`src/ead_defines.svh`:
```
// constants for the effective-address decoder: code ranges, extension counts, I/O page top, index register
// assumes inclusion by bare name from the decoder files
`ifndef EAD_DEFINES_SVH
`define EAD_DEFINES_SVH
`define EAD_CODE_MEM_BASE 5'h08
`define EAD_CODE_INC_BASE 5'h0C
`define EAD_CODE_D8_BASE 5'h10
`define EAD_CODE_D16_BASE 5'h18
`define EAD_CODE_IDX0 5'h1C
`define EAD_CODE_IDX1 5'h1D
`define EAD_CODE_PCREL 5'h1E
`define EAD_CODE_DIRECT 5'h1F
`define EAD_EXT_NONE 2'h0
`define EAD_EXT_ONE 2'h1
`define EAD_EXT_TWO 2'h2
`define EAD_IO_PAGE_TOP 24'h0000FF
`define EAD_INDEX_REG 3'h7
`endif

```
`src/ead_pkg.sv`:
```
// types shared by the effective-address decoder
// assumes nothing beyond a SystemVerilog compiler
package ead_pkg;
	typedef enum logic [1:0] {
		EAD_SIZE_BYTE = 2'h0,
		EAD_SIZE_WORD = 2'h1,
		EAD_SIZE_LONG = 2'h2
	} ead_size_type;
	typedef enum logic [2:0] {
		EAD_BANK_DATA = 3'h0,
		EAD_BANK_ADD = 3'h1,
		EAD_BANK_SSTK = 3'h2,
		EAD_BANK_USTK = 3'h3,
		EAD_BANK_DPAGE = 3'h4,
		EAD_BANK_PROG = 3'h5,
		EAD_BANK_CSTK = 3'h6
	} ead_bank_type;
	typedef enum logic [6:0] {
		EAD_MODE_REG = 7'h01,
		EAD_MODE_IND = 7'h02,
		EAD_MODE_INC = 7'h04,
		EAD_MODE_D8 = 7'h08,
		EAD_MODE_D16 = 7'h10,
		EAD_MODE_IDX = 7'h20,
		EAD_MODE_ABS = 7'h40
	} ead_mode_type;
endpackage

```
`src/ead_decoder.sv`:
```
// effective-address decoder: classes the 5-bit code, forms the address,
// reports extension bytes and pointer post-increment
// assumes the fetch queue presents code, operand size and extension bytes together
// with eaValid, and the register file presents all eight word registers
//
// Contract
// - byte uses accumulator bits 7:0, word the lower half, long the lower plus upper half.
// - the active stack pointer and stack bank are the system or the user ones.
// - bank group one offers seven bank registers, group two the same minus program bank.
// - a 24-bit physical address splits into bits 15:0 low and 23:16 bank.
// - I/O operands address only the page from 000000 to 0000FF.
// - the extended immediate is an 8-bit value sign-extended to 16 bits.
// - short vectors are 0 to 15 in 4 bits, long vectors 0 to 255 in 8 bits.
// - codes 00-07 are register direct, 08-1F memory operands.
// - codes 00-07 pick byte or word register by code, long register by code over two.
// - codes 0C-0F address via word register 0-3 then add the operand size, no extension.
// - codes 10-17 add a signed one-byte displacement to word register 0-7.
// - codes 18-1B add a two-byte displacement to word register 0-3.
// - codes 1C and 1D add word register 7 to register 0 or 1, no extension.
// - code 1E adds a two-byte displacement to the program counter.
// - code 1F takes a two-byte direct address with the data bank.
// - the instruction length grows by the extension bytes of the code.
`timescale 1ns/1ps
`include "ead_defines.svh"
module ead_decoder (
	input wire logic clk_sys, // core clock, 50 MHz
	input wire logic resetn, // async reset, active low
	input wire logic eaValid, // code and extension bytes present this cycle
	input wire logic [4:0] eaCode, // effective-address field
	input wire ead_pkg::ead_size_type opSize, // operand size
	input wire logic [2:0] baseLength, // opcode bytes before extension
	input wire logic [15:0] extBytes, // extension, first byte in 7:0
	input wire logic [127:0] wordRegisters, // word register i in bits 16i+15:16i
	input wire logic [15:0] progCounter, // program counter after extension
	input wire logic [7:0] dataBankReg, // data bank
	input wire logic [7:0] additionalDataBankReg, // additional data bank
	input wire logic [7:0] systemStackBankReg, // system stack bank
	input wire logic [7:0] userStackBankReg, // user stack bank
	input wire logic [7:0] directPageReg, // direct page
	input wire logic [7:0] programBankReg, // program bank
	input wire logic systemStackSel, // 1 selects system stack
	input wire logic [15:0] userStackPointer, // user stack pointer
	input wire logic [15:0] systemStackPointer, // system stack pointer
	input wire logic [31:0] accValue, // accumulator
	input wire logic [7:0] immByte, // raw byte immediate / vector field
	input wire ead_pkg::ead_bank_type bankSel, // bank operand selector
	input wire logic bankGroupTwo, // 1 when the operand is of group two
	input wire logic [23:0] physicalDirectAddress, // 24-bit direct address
	input wire logic [7:0] ioOffset, // I/O operand offset
	output logic decodeValid, // results below valid, high one cycle per request
	output logic isRegDirect, // code 00..07
	output logic isMemory, // code 08..1F
	output logic [2:0] regIndex, // selected register number
	output logic [1:0] extCount, // extension bytes consumed
	output logic [3:0] instrLength, // total instruction bytes
	output logic [23:0] operandAddress, // bank:offset of operand
	output logic ptrWriteEn, // post-increment write-back strobe
	output logic [2:0] ptrWriteIndex, // register to write back
	output logic [15:0] ptrWriteValue, // incremented pointer
	output logic [7:0] bankOperand, // selected bank register
	output logic bankIllegal, // program bank asked in group two
	output logic [15:0] physAddrLow, // bits 15:0 of direct address
	output logic [7:0] physAddrBank, // bits 23:16 of direct address
	output logic [23:0] ioAddress, // I/O page address
	output logic [31:0] accOperand, // sized accumulator
	output logic [15:0] stackPointer, // active stack pointer
	output logic [7:0] currentStackBankReg, // active stack bank
	output logic [15:0] signExtendedByteImm, // sign-extended immediate
	output logic [3:0] shortVectorNumber, // short vector
	output logic [7:0] longVectorNumber // long vector
);
	typedef struct packed {
		logic valid;
		logic regDirect;
		logic memory;
		logic [2:0] idx;
		logic [1:0] ext;
		logic [3:0] len;
		logic [23:0] addr;
		logic wen;
		logic [2:0] widx;
		logic [15:0] wval;
		logic [7:0] bank;
		logic bankBad;
		logic [15:0] physLow;
		logic [7:0] physBank;
		logic [23:0] io;
	} ead_dec_state_type;
	ead_dec_state_type state_reg, state_next;
	logic [15:0] wreg [8];
	logic [15:0] sizeStep;
	logic [7:0] curStackBank;

	// unpack the flat register-file bus
	genvar gi;
	generate
		for (gi = 0; gi < 8; gi++) begin : g_wreg
			assign wreg[gi] = wordRegisters[16*gi +: 16];
		end
	endgenerate

	// size in bytes for post-increment
	always_comb begin
		unique case (opSize)
			ead_pkg::EAD_SIZE_BYTE: sizeStep = 16'h0001;
			ead_pkg::EAD_SIZE_WORD: sizeStep = 16'h0002;
			default: sizeStep = 16'h0004;
		endcase
	end

	assign curStackBank = systemStackSel ? systemStackBankReg : userStackBankReg;

	// decode; every result registered so outputs come straight from flops
	always_comb begin
		state_next = state_reg;
		state_next.valid = eaValid;
		state_next.wen = 1'b0;
		if (eaValid) begin
			state_next.regDirect = (eaCode < `EAD_CODE_MEM_BASE);
			state_next.memory = (eaCode >= `EAD_CODE_MEM_BASE);
			state_next.ext = `EAD_EXT_NONE;
			state_next.addr = 24'h000000;
			state_next.widx = eaCode[1:0] == 2'h0 ? 3'h0 : {1'b0, eaCode[1:0]};
			state_next.wval = 16'h0000;
			if (eaCode < `EAD_CODE_MEM_BASE) begin
				// long registers pair up, so code over two picks one
				state_next.idx = (opSize == ead_pkg::EAD_SIZE_LONG) ?
					{1'b0, eaCode[2:1]} : eaCode[2:0];
			end else if (eaCode < `EAD_CODE_INC_BASE) begin
				state_next.idx = {1'b0, eaCode[1:0]};
				state_next.addr = {dataBankReg, wreg[eaCode[1:0]]};
			end else if (eaCode < `EAD_CODE_D8_BASE) begin
				state_next.idx = {1'b0, eaCode[1:0]};
				state_next.addr = {dataBankReg, wreg[eaCode[1:0]]};
				state_next.wen = 1'b1;
				state_next.wval = wreg[eaCode[1:0]] + sizeStep;
			end else if (eaCode < `EAD_CODE_D16_BASE) begin
				state_next.idx = eaCode[2:0];
				state_next.ext = `EAD_EXT_ONE;
				state_next.addr = {dataBankReg,
					wreg[eaCode[2:0]] + {{8{extBytes[7]}}, extBytes[7:0]}};
			end else if (eaCode < `EAD_CODE_IDX0) begin
				state_next.idx = {1'b0, eaCode[1:0]};
				state_next.ext = `EAD_EXT_TWO;
				state_next.addr = {dataBankReg, wreg[eaCode[1:0]] + extBytes};
			end else if (eaCode == `EAD_CODE_IDX0 || eaCode == `EAD_CODE_IDX1) begin
				state_next.idx = {2'h0, eaCode[0]};
				state_next.addr = {dataBankReg,
					wreg[{2'h0, eaCode[0]}] + wreg[`EAD_INDEX_REG]};
			end else if (eaCode == `EAD_CODE_PCREL) begin
				state_next.idx = 3'h0;
				state_next.ext = `EAD_EXT_TWO;
				state_next.addr = {programBankReg, progCounter + extBytes};
			end else begin
				state_next.idx = 3'h0;
				state_next.ext = `EAD_EXT_TWO;
				state_next.addr = {dataBankReg, extBytes};
			end
			state_next.widx = {1'b0, eaCode[1:0]};
			// fetch skips the extension before the next opcode
			state_next.len = {1'b0, baseLength} + {2'h0, state_next.ext};
		end
		// bank operand groups; program bank absent from group two
		unique case (bankSel)
			ead_pkg::EAD_BANK_DATA: state_next.bank = dataBankReg;
			ead_pkg::EAD_BANK_ADD: state_next.bank = additionalDataBankReg;
			ead_pkg::EAD_BANK_SSTK: state_next.bank = systemStackBankReg;
			ead_pkg::EAD_BANK_USTK: state_next.bank = userStackBankReg;
			ead_pkg::EAD_BANK_DPAGE: state_next.bank = directPageReg;
			ead_pkg::EAD_BANK_PROG: state_next.bank = programBankReg;
			ead_pkg::EAD_BANK_CSTK: state_next.bank = curStackBank;
			default: state_next.bank = 8'h00;
		endcase
		state_next.bankBad = bankGroupTwo && (bankSel == ead_pkg::EAD_BANK_PROG);
		state_next.physLow = physicalDirectAddress[15:0];
		state_next.physBank = physicalDirectAddress[23:16];
		// upper bits forced low so only the first page can be reached
		state_next.io = {16'h0000, ioOffset} & `EAD_IO_PAGE_TOP;
	end

	always_ff @(posedge clk_sys or negedge resetn) begin
		if (!resetn) begin
			state_reg <= '0;
		end else begin
			state_reg <= state_next;
		end
	end

	// sized operands, stack, immediate and vectors
	ead_operand_slice u_slice (
		.clk_sys(clk_sys),
		.resetn(resetn),
		.accValue(accValue),
		.opSize(opSize),
		.systemStackSel(systemStackSel),
		.userStackPointer(userStackPointer),
		.systemStackPointer(systemStackPointer),
		.userStackBankReg(userStackBankReg),
		.systemStackBankReg(systemStackBankReg),
		.immByte(immByte),
		.accOperand(accOperand),
		.stackPointer(stackPointer),
		.currentStackBankReg(currentStackBankReg),
		.signExtendedByteImm(signExtendedByteImm),
		.shortVectorNumber(shortVectorNumber),
		.longVectorNumber(longVectorNumber)
	);

	assign decodeValid = state_reg.valid;
	assign isRegDirect = state_reg.regDirect;
	assign isMemory = state_reg.memory;
	assign regIndex = state_reg.idx;
	assign extCount = state_reg.ext;
	assign instrLength = state_reg.len;
	assign operandAddress = state_reg.addr;
	assign ptrWriteEn = state_reg.wen;
	assign ptrWriteIndex = state_reg.widx;
	assign ptrWriteValue = state_reg.wval;
	assign bankOperand = state_reg.bank;
	assign bankIllegal = state_reg.bankBad;
	assign physAddrLow = state_reg.physLow;
	assign physAddrBank = state_reg.physBank;
	assign ioAddress = state_reg.io;
endmodule

```
`src/ead_operand_slice.sv`:
```
// operand helpers: accumulator slicing, stack/bank selection, immediates, vectors
// assumes one clock domain with the decoder; outputs registered
`timescale 1ns/1ps
`include "ead_defines.svh"
module ead_operand_slice (
	input wire logic clk_sys, // core clock
	input wire logic resetn, // async reset, active low
	input wire logic [31:0] accValue, // full accumulator
	input wire ead_pkg::ead_size_type opSize, // operand size
	input wire logic systemStackSel, // 1 selects system stack
	input wire logic [15:0] userStackPointer, // user stack pointer
	input wire logic [15:0] systemStackPointer, // system stack pointer
	input wire logic [7:0] userStackBankReg, // user stack bank
	input wire logic [7:0] systemStackBankReg, // system stack bank
	input wire logic [7:0] immByte, // raw 8-bit immediate
	output logic [31:0] accOperand, // sized accumulator operand
	output logic [15:0] stackPointer, // active stack pointer
	output logic [7:0] currentStackBankReg, // active stack bank
	output logic [15:0] signExtendedByteImm, // sign-extended immediate
	output logic [3:0] shortVectorNumber, // vector 0..15
	output logic [7:0] longVectorNumber // vector 0..255
);
	typedef struct packed {
		logic [31:0] acc;
		logic [15:0] sp;
		logic [7:0] current_stack_bank_reg;
		logic [15:0] imm;
		logic [3:0] vs;
		logic [7:0] vl;
	} ead_slice_state_type;
	ead_slice_state_type state_reg, state_next;
	// next-state: all helpers combinational then registered
	always_comb begin
		state_next = state_reg;
		unique case (opSize)
			ead_pkg::EAD_SIZE_BYTE: state_next.acc = {24'h000000, accValue[7:0]};
			ead_pkg::EAD_SIZE_WORD: state_next.acc = {16'h0000, accValue[15:0]};
			default: state_next.acc = accValue;
		endcase
		state_next.sp = systemStackSel ? systemStackPointer : userStackPointer;
		state_next.current_stack_bank_reg = systemStackSel ? systemStackBankReg : userStackBankReg;
		state_next.imm = {{8{immByte[7]}}, immByte};
		state_next.vs = immByte[3:0];
		state_next.vl = immByte;
	end
	always_ff @(posedge clk_sys or negedge resetn) begin
		if (!resetn) begin
			state_reg <= '0;
		end else begin
			state_reg <= state_next;
		end
	end
	assign accOperand = state_reg.acc;
	assign stackPointer = state_reg.sp;
	assign currentStackBankReg = state_reg.current_stack_bank_reg;
	assign signExtendedByteImm = state_reg.imm;
	assign shortVectorNumber = state_reg.vs;
	assign longVectorNumber = state_reg.vl;
endmodule

```
`config.mk`:
```
export PLATFORM = sky130hd
export DESIGN_NAME = ead_decoder
export DESIGN_NICKNAME = d
export VERILOG_FILES = /design/src/ead_pkg.sv /design/src/ead_decoder.sv /design/src/ead_operand_slice.sv
export VERILOG_INCLUDE_DIRS = /design/src /design/src/src
export SDC_FILE = /design/constraint.sdc
export NUM_CORES = 1
export LEC_CHECK = 0
export ABC_AREA = 1
export BUFFER_PORTS_ARGS = -buffer_cell sky130_fd_sc_hd__buf_2
export CORE_AREA = 4 4 201 203
export CTS_CLUSTER_DIAMETER = 60
export CTS_CLUSTER_SIZE = 20
export DETAILED_ROUTE_END_ITERATION = 10
export DIE_AREA = 0 0 205 207
export HOLD_SLACK_MARGIN = 0.15
export PLACE_DENSITY = 0.63
export SLEW_MARGIN = 20
export SYNTH_ARGS = -nofsm -noshare
export SYNTH_HDL_FRONTEND = slang
export SYNTH_SLANG_ARGS = --single-unit
```
`constraint.sdc`:
```
create_clock -name clk_sys -period 2.65 [get_ports clk_sys]
set_clock_uncertainty 0.1 [all_clocks]
set_input_delay 0.6625 -clock clk_sys [delete_from_list [all_inputs] [get_ports clk_sys]]
set_output_delay 0.6625 -clock clk_sys [all_outputs]
set_load 0.02 [all_outputs]
```
After elaboration in Yosys (flattened, before gate mapping):

Cells that the tools add are included.

* $add $sub $neg: 6
* order comparisons: 9
* eq/ne operators: 11
* mux-type cells: 39
* bitwise gates (word level): 3
* reductions and logical operators: 4

Operators by type and width (count)
* 2-to-1 mux 16 bit: 10
* binary-select mux 16 bit (select 3 bit): 3
* 2-to-1 mux 24 bit: 6
* adder 16 bit: 5
* case mux 32 bit (2 select lines): 1
* case mux 8 bit (7 select lines): 1
* 2-to-1 mux 25 bit: 1
* 2-to-1 mux 20 bit: 1
* == test 5 bit, second input constant: 3
* less-than comparator 5 bit, second input constant: 3
* 2-to-1 mux 3 bit: 4
* less-than comparator 5 x 4 -> 1 bit, second input constant: 2
* 2-to-1 mux 2 bit: 5
* 2-to-1 mux 5 bit: 2
* == test 3 bit, second input constant: 3
* >= comparator 4 bit, second input constant: 2
* 2-to-1 mux 8 bit: 1
* == test 3 x 2 -> 1 bit, second input constant: 2
* case mux 3 bit (2 select lines): 1
* >= comparator 5 x 4 -> 1 bit, second input constant: 1
* adder 3 x 2 -> 4 bit: 1
* >= comparator 3 x 4 -> 1 bit, second input constant: 1
* NOT 1 -> 4 bit: 1
* NOT 3 -> 4 bit: 1
* other kinds (9): 11

* bits in registers: 172
* bits of input ports: 330
* output and inout port bits: 197
* logic and storage cells: 93

Longest topological paths before layout:

Gate-level depths: netlist of run 1.

* word-level depth: 12
* depth in mapped cells: 24
* gate-level depth less buffers: 20

Hierarchy:

Synthesis of run 1 repeated with hierarchy kept, for this count alone.

* cell total of the unflattened synthesis: 1611
* area, all modules: 11531.1 µm²

By module, submodules not included
* ead_decoder: times used 1, cells each 1398, area each 9195.1 µm², seq. area each 2402.3 µm²
* ead_operand_slice: times used 1, cells each 213, area each 2336.0 µm², seq. area each 1601.5 µm²

Worst setup path after synthesis of run 1:

Ideal clock, no wire load.

* path type: input to register
* start point: input eaCode[0]
* end point: register state_reg (netlist bit operandAddress[10])
* setup time: 0.116 ns
* arrival time: 3.184 ns
* required time: 2.434 ns
* setup slack: -0.750 ns
* stages: 22
* buffers on the path: 5
* cell sequence: buf_6 -> inv_8 -> buf_12 -> buf_6 -> buf_4 -> buf_2 -> nor2_1 -> o22ai_1 -> nand2_1 -> o21ai_0 -> ha_1 -> fa_1 -> nand3_1 -> nand3_1 -> a21boi_0 -> nor2_1 -> nor2_1 -> xnor2_1 -> o21ai_0 -> inv_1 -> nand2_1 -> nand2_1

* cells in the longest elaborated chain, start to end: 11
* elaborated cells between the ends (all ways): 31
* classes of those cells: add/sub: 3; order compare: 5; eq/ne: 3; mux: 16; bitwise: 3; reduce/logical: 1

RTL lines
* from (decl): line ead_decoder.sv:29 `input wire logic [4:0] eaCode,`
* NOT 1 -> 4 bit (not written as such): line ead_decoder.sv:149 `` wreg[{2'h0, eaCode[0]}] + wreg[`EAD_INDEX_REG]}; ``
* binary-select mux 16 bit (select 3 bit): line ead_decoder.sv:149
* 2-to-1 mux 16 bit (not written as such) (2 in series): line ead_decoder.sv:149
* adder 16 bit: line ead_decoder.sv:149
* 2-to-1 mux 24 bit: line ead_decoder.sv:146 `` end else if (eaCode == `EAD_CODE_IDX0 || eaCode == `EAD_CODE_IDX1) begin ``
* 2-to-1 mux 24 bit: line ead_decoder.sv:142 `` end else if (eaCode < `EAD_CODE_IDX0) begin ``
* 2-to-1 mux 24 bit: line ead_decoder.sv:137 `` end else if (eaCode < `EAD_CODE_D16_BASE) begin ``
* 2-to-1 mux 24 bit: line ead_decoder.sv:132 `` end else if (eaCode < `EAD_CODE_D8_BASE) begin ``
* 2-to-1 mux 24 bit: line ead_decoder.sv:129 `` end else if (eaCode < `EAD_CODE_INC_BASE) begin ``
* 2-to-1 mux 25 bit (*): line ead_decoder.sv:125 `` if (eaCode < `EAD_CODE_MEM_BASE) begin ``
* to (signal assigned): line ead_decoder.sv:185 `state_reg <= state_next;`
* to (decl): line ead_decoder.sv:89 `ead_dec_state_type state_reg, state_next;`

Every way passes the cells marked *; elsewhere a longest branch is shown, timed or not. The select of a mux whose other input is x is not followed.
A chain may end at the register's enable or synchronous reset.

Worst setup path in the final report of run 1:

* start point: input eaCode[0]
* end point: register state_reg (netlist bit ptrWriteValue[13])

* cells in the longest elaborated chain, start to end: 8
* elaborated cells between the ends (all ways): 11
* classes of those cells: add/sub: 1; order compare: 3; mux: 6; bitwise: 1

RTL lines
* NOT 2 -> 3 bit (not written as such): line ead_decoder.sv:136 `state_next.wval = wreg[eaCode[1:0]] + sizeStep;`
* binary-select mux 16 bit (select 3 bit): line ead_decoder.sv:136
* 2-to-1 mux 16 bit (not written as such) (2 in series): line ead_decoder.sv:136
* adder 16 bit: line ead_decoder.sv:136
* 2-to-1 mux 16 bit: line ead_decoder.sv:132
* 2-to-1 mux 16 bit: line ead_decoder.sv:129
* 2-to-1 mux 16 bit (*): line ead_decoder.sv:125

Marked as above.

==> results of run 1 <==
## per-layer routing
layer	vias to the layer above	wire, um
li1	6870	-
met1	6740	23380
met2	588	27570
met3	69	4154
met4	0	1328
met5	-	0
## through the flow
stage                     utilization  cells  power, mW  worst slack, ns
final                          0.4710   2934      8.864          -0.1396
after detailed placement       0.4266   2864      5.981           -1.012
after global routing           0.4710   2934      9.369          -0.2808
after CTS                      0.4617   2922      8.781          -0.1345
after global placement         0.4265   2864      5.971          -0.9824
after floorplan                     -   1679      4.414          -0.5152
## where the power goes
part / internal, mW / total [mW] / leakage [nW] / switching (mW)
logic: 1.49 / 3.61 / 7.63 / 2.12
clock network: 1.30 / 2.55 / 0.302 / 1.25
registers: 2.62 / 2.70 / 1.97 / 0.0816
## cells in the mapped netlist (15+ instances only)
cell      instances
buf_4            42
o22ai_1          19
clkbuf_1         22
xor2_1           15
nor2_1          120
ha_1             65
o21ai_1          18
nand4_1          25
nand3_1         115
dfrtp_1         160
a21oi_1          84
o21ai_0         119
nand2_1         517
nor3_1           15
inv_1           173
## logic make-up (layout without fill, tap and decap cells)
group / count (synthesis) / in the layout / synth area share
AO/OA/AOI/OAI: 296 / 296 / 0.1451
XOR/XNOR: 21 / 21 / 0.01580
adder cells (fa/ha/maj): 71 / 71 / 0.08018
buffers and inverters: 274 / 1006 / 0.1107
flip-flops: 160 / 160 / 0.3439
other: 1 / 22 / 0.0003221
AND/OR/NAND/NOR: 840 / 840 / 0.3040
## worst max-delay path, cell delays in order
cell	delay, ns
buf_8	0.10
buf_12	0.15
buf_12	0.15
nand2_4	0.06
nand2_4	0.05
o21ai_4	0.18
buf_6	0.13
clkinvlp_4	0.19
ha_4	0.35
nand3_4	0.08
nand2_2	0.09
nand2_4	0.06
nor3_4	0.20
nand2_2	0.12
inv_2	0.08
nand2_2	0.06
o21ai_1	0.11
nand3_1	0.12
nand2_1	0.09
## what timing repair did
item	CTS	global route
endpoints found under the setup margin	23	26
hold endpoints to repair	40	0
resized for setup	122	83
hold buffers	1	0
gates cloned	3	0
setup buffers	22	8
pin swaps	35	39
## worst paths after layout
kind	slack [ns]	startpoint	endpoint
setup / recovery	-0.14	eaCode[0]	ptrWriteValue[13]
hold / removal	0.23	physicalDirectAddress[10]	physAddrLow[10]
setup reg to reg	1.80	ptrWriteValue[9]	ptrWriteValue[9]
hold reg to reg	0.38	ptrWriteValue[11]	ptrWriteValue[11]
max in group asynchronous	1.12	resetn	bankIllegal
min in group asynchronous	0.61	resetn	physAddrLow[4]
## final cells by class
class	instances	area [um^2]	area share
inverters	186	724.4	0.03999
repair buffers	787	4878	0.2693
well taps	518	648.1	0.03578
flip-flops and latches	160	4004	0.2210
clock buffers	17	425.4	0.02348
diodes	5	12.51	0.0006907
clock inverters	15	203.9	0.01126
multi-input cells	1245	7208	0.3979
repair inverters	1	11.26	0.0006216
## registers in the layout, summed over array words and instances, names as in the netlist
name and flops:
bankIllegal 1, u_slice.currentStackBankReg 8, bankOperand 8, u_slice.stackPointer 16
ptrWriteValue 16, isRegDirect 1, ioAddress 8, physAddrLow 16
extCount 2, regIndex 3, u_slice.signExtendedByteImm 8, physAddrBank 8
ptrWriteIndex 2, u_slice.accOperand 32, ptrWriteEn 1, decodeValid 1
isMemory 1, instrLength 4, operandAddress 24
==> impl_results.md, run 1 <==
* DR vias at 14.27k
* TNS Setup at -1.575 ns
* Die area at 42440 um^2
* Fin. max-slew vios at 0
* Most frequent cells in the layout: buf_2 (506), nand2_1 (476), buf_4 (253)
* Worst Max-Slew Pin Slew at 0.9952 ns
* Lkg Pwr at 9.906 nW
* I/O Pins at 527
* Hold WS at 0.2265 ns
* CP required at 2.92 ns
* Slew HR at 0.3314
* Root buf cell: clkbuf_16
* Hpwl dp at 47.05 mm
* Syn_area_per_cell at 7.000 um^2
* Crit path launch type: input pin
* Die W at 205 um
* Failing checks: negative setup slack
* Drt drc at 0
* Vias in the first global route at 14.21k
* WL/cell at 19.23 um
* Final nets at 2799
* Max Freq at 0.3585 GHz
* 1st-iter DRT viols at 1019
* Clk sink count at 160
* Pre-Repair DR Iteration Count at 7
* Via/cell ratio at 4.863
* Top cell type's share of synthesized area at 0.3439
* Commonest non-fill, non-tap cell in the layout: buf_2
* Post-synthesis cell count at 1663
* CTS tree: done
* Port Buffer Count at 509
* Max FO, Critical Path at 9
* Number of synthesis warnings at 0
* VDD IR max at 336.7 uV
* First-pass GRT wire length at 83.53 mm
* Fin. Hold Viols at 0
* RSZ-0062 raised after global routing: yes
* Critical path arrival at 3.06 ns
* Total wire length at 56.43 mm
* Post-synthesis sequential area ratio at 0.3439
* Crit share post-route at 1.053
* CTS Buffer Depth at 2
* Met3 Usage GRT at 0.03456
* EDFF count, synth at 0
* Synth cell types at 56
* Core Box Area at 38470 um^2
* Num rows at 72
* CP Capture Type: flop
* Post-DP Area at 16410 um^2
* Final ANT Viol Nets at 0
* Fill count at 3913
* Kind of critical path: in2reg
* Number of synthesized register bits at 160
* Chip height at 207 um
* Endpoints failing setup at 17
* Largest area contributor in the synthesized netlist: dfrtp_1
* Htree depth at 4
* Initial antenna violation count at 5
* Most used DFF post-synth: dfrtp_1
* Fraction of registers with async set/reset at 1.000
* Busiest grt layer: met2
* MaxCap Viol Count at 0
* Setup ws final at -0.1396 ns
* Ratio of cells with drive above 1 in the final layout at 0.4297
* Largest net degree at the start of global routing at 48
* GR Overflow Total at 0
* GRT Util Overall at 0.2533
* Met1 GRT Util at 0.3315
* Power Density at 489.3 nW/um^2
* Worst Hold Class: in2reg
* Grt met2 use at 0.4396
* Reg2reg path depth at 1
* Final Cell Area at 18120 um^2
* Skew-Pair Late Insertion Delay at 0.43 ns
* Hold Path Depth at 1
* Effective utilization at floorplan at 0.3026
* Synth area leaders: dfrtp_1 (34%), nand2_1 (17%), ha_1 (7.0%), inv_1 (5.6%), o21ai_0 (5.1%)
* Num CTS Buffers at 17
* Final Wtd Congestion at 0.9887
* P&R area growth vs syn at 55.62%
* Mapped Area at 11640 um^2
* Minimum clock period at 2.790 ns
* Clock transition at path regs at 0.08 ns
* Status: finished, violations left
Power figures use the tool's default switching activity.
==> run 2, diff against run 1 <==
CORE_AREA = 4 4 206 208   (was 4 4 201 203)
DIE_AREA = 0 0 210 212   (was 0 0 205 207)
PLACE_DENSITY = 0.61   (was 0.63)
SYNTH_HIERARCHICAL = 1   (was unset)
==> run 2 against run 1 <==
The flow still finishes with violations (negative setup slack). Count of clock-buffer cells in the layout is 2 higher. Sequential cell count is the same. Synthesized cell count decreased by 3.1%. Global-route usage is 1.2 points lower. Highest routed layer is now met5.
==> impl_results.md, run 2 <==
* Status: finished, violations left (unchanged)
* Failing checks: negative setup slack (unchanged)
* Most used DFF post-synth: dfrtp_1 (unchanged)
* Clock power share at 0.259 (was 0.288)
* Final nets at 2760 (was 2799)
* Top cell type's share of synthesized area at 0.3472 (was 0.3439)
* Fraction of registers with async set/reset at 1.000 (unchanged)
* Syn_area_per_cell at 7.158 um^2 (was 7.000 um^2)
* Setup ws final at -0.1052 ns (was -0.1396 ns)
* Crit share post-route at 1.040 (was 1.053)
* Slew HR at 0.6186 (was 0.3314)
* TNS Setup at -0.4678 ns (was -1.575 ns)
* Clock transition at path regs at 0.07 ns (was 0.08 ns)
* Max FO, Critical Path at 9 (unchanged)
* Most common cell in the netlist: nand2_1 (unchanged)
* CP required at 2.87 ns (was 2.92 ns)
* Number of flip-flops under the largest register name at 32 (unchanged)
* Critical path arrival at 2.98 ns (was 3.06 ns)
* DR vias at 13.97k (was 14.27k)
* Num CTS Buffers at 17 (unchanged)
* P&R area growth vs syn at 58.58% (was 55.62%)
* Port Buffer Count at 509 (unchanged)
* Ratio of cells with drive above 1 in the final layout at 0.4490 (was 0.4297)
* Most frequent cells in the layout: buf_2 (506), nand2_1 (479), buf_4 (254) (was buf_2 (506), nand2_1 (476), buf_4 (253))
* Endpoints failing setup at 8 (was 17)
* Final Wtd Congestion at 1.006 (was 0.9887)
* Initial antenna violation count at 6 (was 5)
* Core Box Area at 40550 um^2 (was 38470 um^2)
* Vias in the first global route at 13.93k (was 14.21k)
* Post-synthesis sequential area ratio at 0.3472 (was 0.3439)
* CP Cell Sequence: buf_16 > buf_12 > buf_12 > nand2_1 > nand2_2 > o21ai_4 > inv_2 > ha_4 > nand2_1 > o21ai_1 > a21oi_4 > nand2_1 > nand2_1 > nand2_1 > nand2_1 > nand4_1 > nand2_1 > nand3_1 > nand2_1 (was buf_8 > buf_12 > buf_12 > nand2_4 > nand2_4 > o21ai_4 > buf_6 > clkinvlp_4 > ha_4 > nand3_4 > nand2_2 > nand2_4 > nor3_4 > nand2_2 > inv_2 > nand2_2 > o21ai_1 > nand3_1 > nand2_1)
* Synth area leaders: dfrtp_1 (35%), nand2_1 (17%), ha_1 (7.1%), inv_1 (5.3%), nand3_1 (4.7%) (was dfrtp_1 (34%), nand2_1 (17%), ha_1 (7.0%), inv_1 (5.6%), o21ai_0 (5.1%))
* Commonest non-fill, non-tap cell in the layout: buf_2 (unchanged)
* Die W at 210 um (was 205 um)
* Cells after DPL at 2838 (was 2864)
* First-pass GRT wire length at 81.87 mm (was 83.53 mm)
* Fin. Hold Viols at 0 (unchanged)
* Fin. max-slew vios at 0 (unchanged)
* CP Capture Type: flop (unchanged)
* Drt drc at 0 (unchanged)
* GRT Util Overall at 0.2411 (was 0.2533)
* Internal at 5.424 mW (was 5.412 mW)
* Final Cell Area at 18290 um^2 (was 18120 um^2)
* EDFF count, synth at 0 (unchanged)
* Minimum clock period at 2.755 ns (was 2.790 ns)
* Critical Path Slowest Stage Cell: ha_4 (unchanged)
* Post-synthesis cell count at 1611 (was 1663)
* Post-synth top cells: nand2_1 (512), inv_1 (162), dfrtp_1 (160) (was nand2_1 (517), inv_1 (173), dfrtp_1 (160))
* Largest area contributor in the synthesized netlist: dfrtp_1 (unchanged)
* I/O Pins at 527 (unchanged)
* Max incr delay on CP at 0.31 ns (was 0.35 ns)
* Family with the most delay on the worst path: simple AND/OR/NAND/NOR gates (unchanged)
* Sequential fraction of design power at 0.315 (was 0.305)
* GR Overflow Total at 0 (unchanged)
* Max Freq at 0.3629 GHz (was 0.3585 GHz)
* Kind of critical path: in2reg (unchanged)
* MaxCap Viol Count at 0 (unchanged)
* Clk sink count at 160 (unchanged)
* Sw Share at 0.3726 (was 0.3894)
* Chip height at 212 um (was 207 um)
* Synth cell types at 60 (was 56)
* Final ANT Viol Nets at 0 (unchanged)
* Worst Hold Class: in2reg (unchanged)
* CTS Buffer Depth at 2 (unchanged)
* Largest net degree at the start of global routing at 53 (was 48)
* Root buf cell: clkbuf_16 (unchanged)
* CP Buf/Inv Count at 4 (was 6)
* Effective utilization at floorplan at 0.2843 (was 0.3026)
* Pre-Repair DR Iteration Count at 5 (was 7)
* Number of synthesized register bits at 160 (unchanged)
* Via/cell ratio at 4.807 (was 4.863)
* Total wire length at 57.19 mm (was 56.43 mm)
* Mapped Area at 11530 um^2 (was 11640 um^2)
* Number of synthesis warnings at 6 (was 0)
* Power Density at 472.8 nW/um^2 (was 489.3 nW/um^2)
* RSZ-0062 raised after global routing: yes (unchanged)
* Crit path launch type: input pin (unchanged)
* 1st-iter DRT viols at 959 (was 1019)
* Switch Pwr at 3.221 mW (was 3.451 mW)
* Lkg Pwr at 9.933 nW (was 9.906 nW)
* Num rows at 74 (was 72)
* Htree depth at 4 (unchanged)
* VDD IR max at 363.7 uV (was 336.7 uV)
* Skew-Pair Late Insertion Delay at 0.43 ns (about the same)
* Worst Max-Slew Pin Slew at 0.5722 ns (was 0.9952 ns)
* Die area at 44520 um^2 (was 42440 um^2)
* Hpwl dp at 48.24 mm (was 47.05 mm)
* Logic pwr share at 0.426 (was 0.407)
* CTS tree: done (unchanged)
* Non-Filler Instances at 2906 (was 2934)
* WL/cell at 19.68 um (was 19.23 um)
* Post-DP Area at 16420 um^2 (was 16410 um^2)
* Critical Path Most Common Cell: nand2_1
-- run 2: cell types whose count changed in the layout (fill, tap and decap cells not counted), sizes merged, moves of 4 or more --
cell	delta
o21ai	-30
inv	-18
xnor2	+10
nand3	-9
buf	+7
clkbuf	+7
o211ai	+7
a22o	-5
a22oi	-5
nor2	-5
a21oi	+4
nand4	-4
xor2	-4
-- run 2: repair_timing --
action | CTS | global route
resized for setup | 86 | 161
hold buffers | 1 | 0
pin swaps | 34 | 100
setup endpoints to repair | 17 | 18
hold endpoints to repair | 48 | 0
buffers inserted | 9 | 17
cloned | 1 | 7
-- run 2: routing by layer --
metal | vias to the layer above | wire length, um | GRT usage
met5 | - | 13 | 0
met4 | 2 | 2865 | 0.1107
met3 | 116 | 3624 | 0.03659
met2 | 601 | 28890 | 0.4342
met1 | 6527 | 21800 | 0.2835
li1 | 6723 | - | -
-- run 2: logic make-up after synthesis --
group                      count (synthesis)  share of synthesized area
xor gates and xnor gates                  27                    0.02051
AOI/OAI and AO/OA                        281                     0.1418
adders and majority gates                 71                    0.08095
and+or+nand+nor                          813                     0.2998
buffers and inverters                    258                     0.1094
DFF                                      160                     0.3472
other                                      1                  0.0003252
-- run 2: final timing paths --
kind	slack [ns]	start	cells past startpoint	end
worst max-delay path	-0.11	eaCode[0]	19	operandAddress[13]
worst min-delay path	0.23	physicalDirectAddress[20]	1	physAddrBank[4]
worst max register to register	1.81	operandAddress[23]	1	operandAddress[23]
worst min register to register	0.37	instrLength[1]	2	instrLength[1]
max in group asynchronous	1.12	resetn	3	u_slice/longVectorNumber[5]
min in group asynchronous	0.66	resetn	2	operandAddress[9]
-- run 2: through the flow --
stage	total power [mW]	hold slack (ns)	worst slack (ns)	utilization
global placement	5.990	0.3525	-0.8794	0.4049
floorplan	4.393	0.2669	-0.6568	-
finish	8.645	0.2314	-0.1052	0.4509
detailed placement	6.006	0.3539	-0.8156	0.4049
global route	9.121	0.2065	-0.2080	0.4509
CTS	8.425	0.2008	-0.0008171	0.4292
-- run 2: layout make-up --
cell class,instances,area [um^2]
Tap cell,532,665.6
Timing Repair Buffer,799,5149
Fill cell,4167,22270
Timing Repair inverter,2,17.52
Antenna cell,2,5.005
Sequential cell,160,4004
Clock inverter,13,87.58
Inverter,170,671.9
Multi-Input combinational cell,1209,7243
Clock buffer,19,442.9
-- run 2: power groups by stage --
stage                     sequential, mW  clock, mW  combinational [mW]
final                               2.72       2.24                3.68
after global routing                2.74       2.40                3.99
after CTS                           2.72       2.30                3.40
after detailed placement            2.77          0                3.24
after global placement              2.76          0                3.23
after floorplan                     2.98          0                1.41
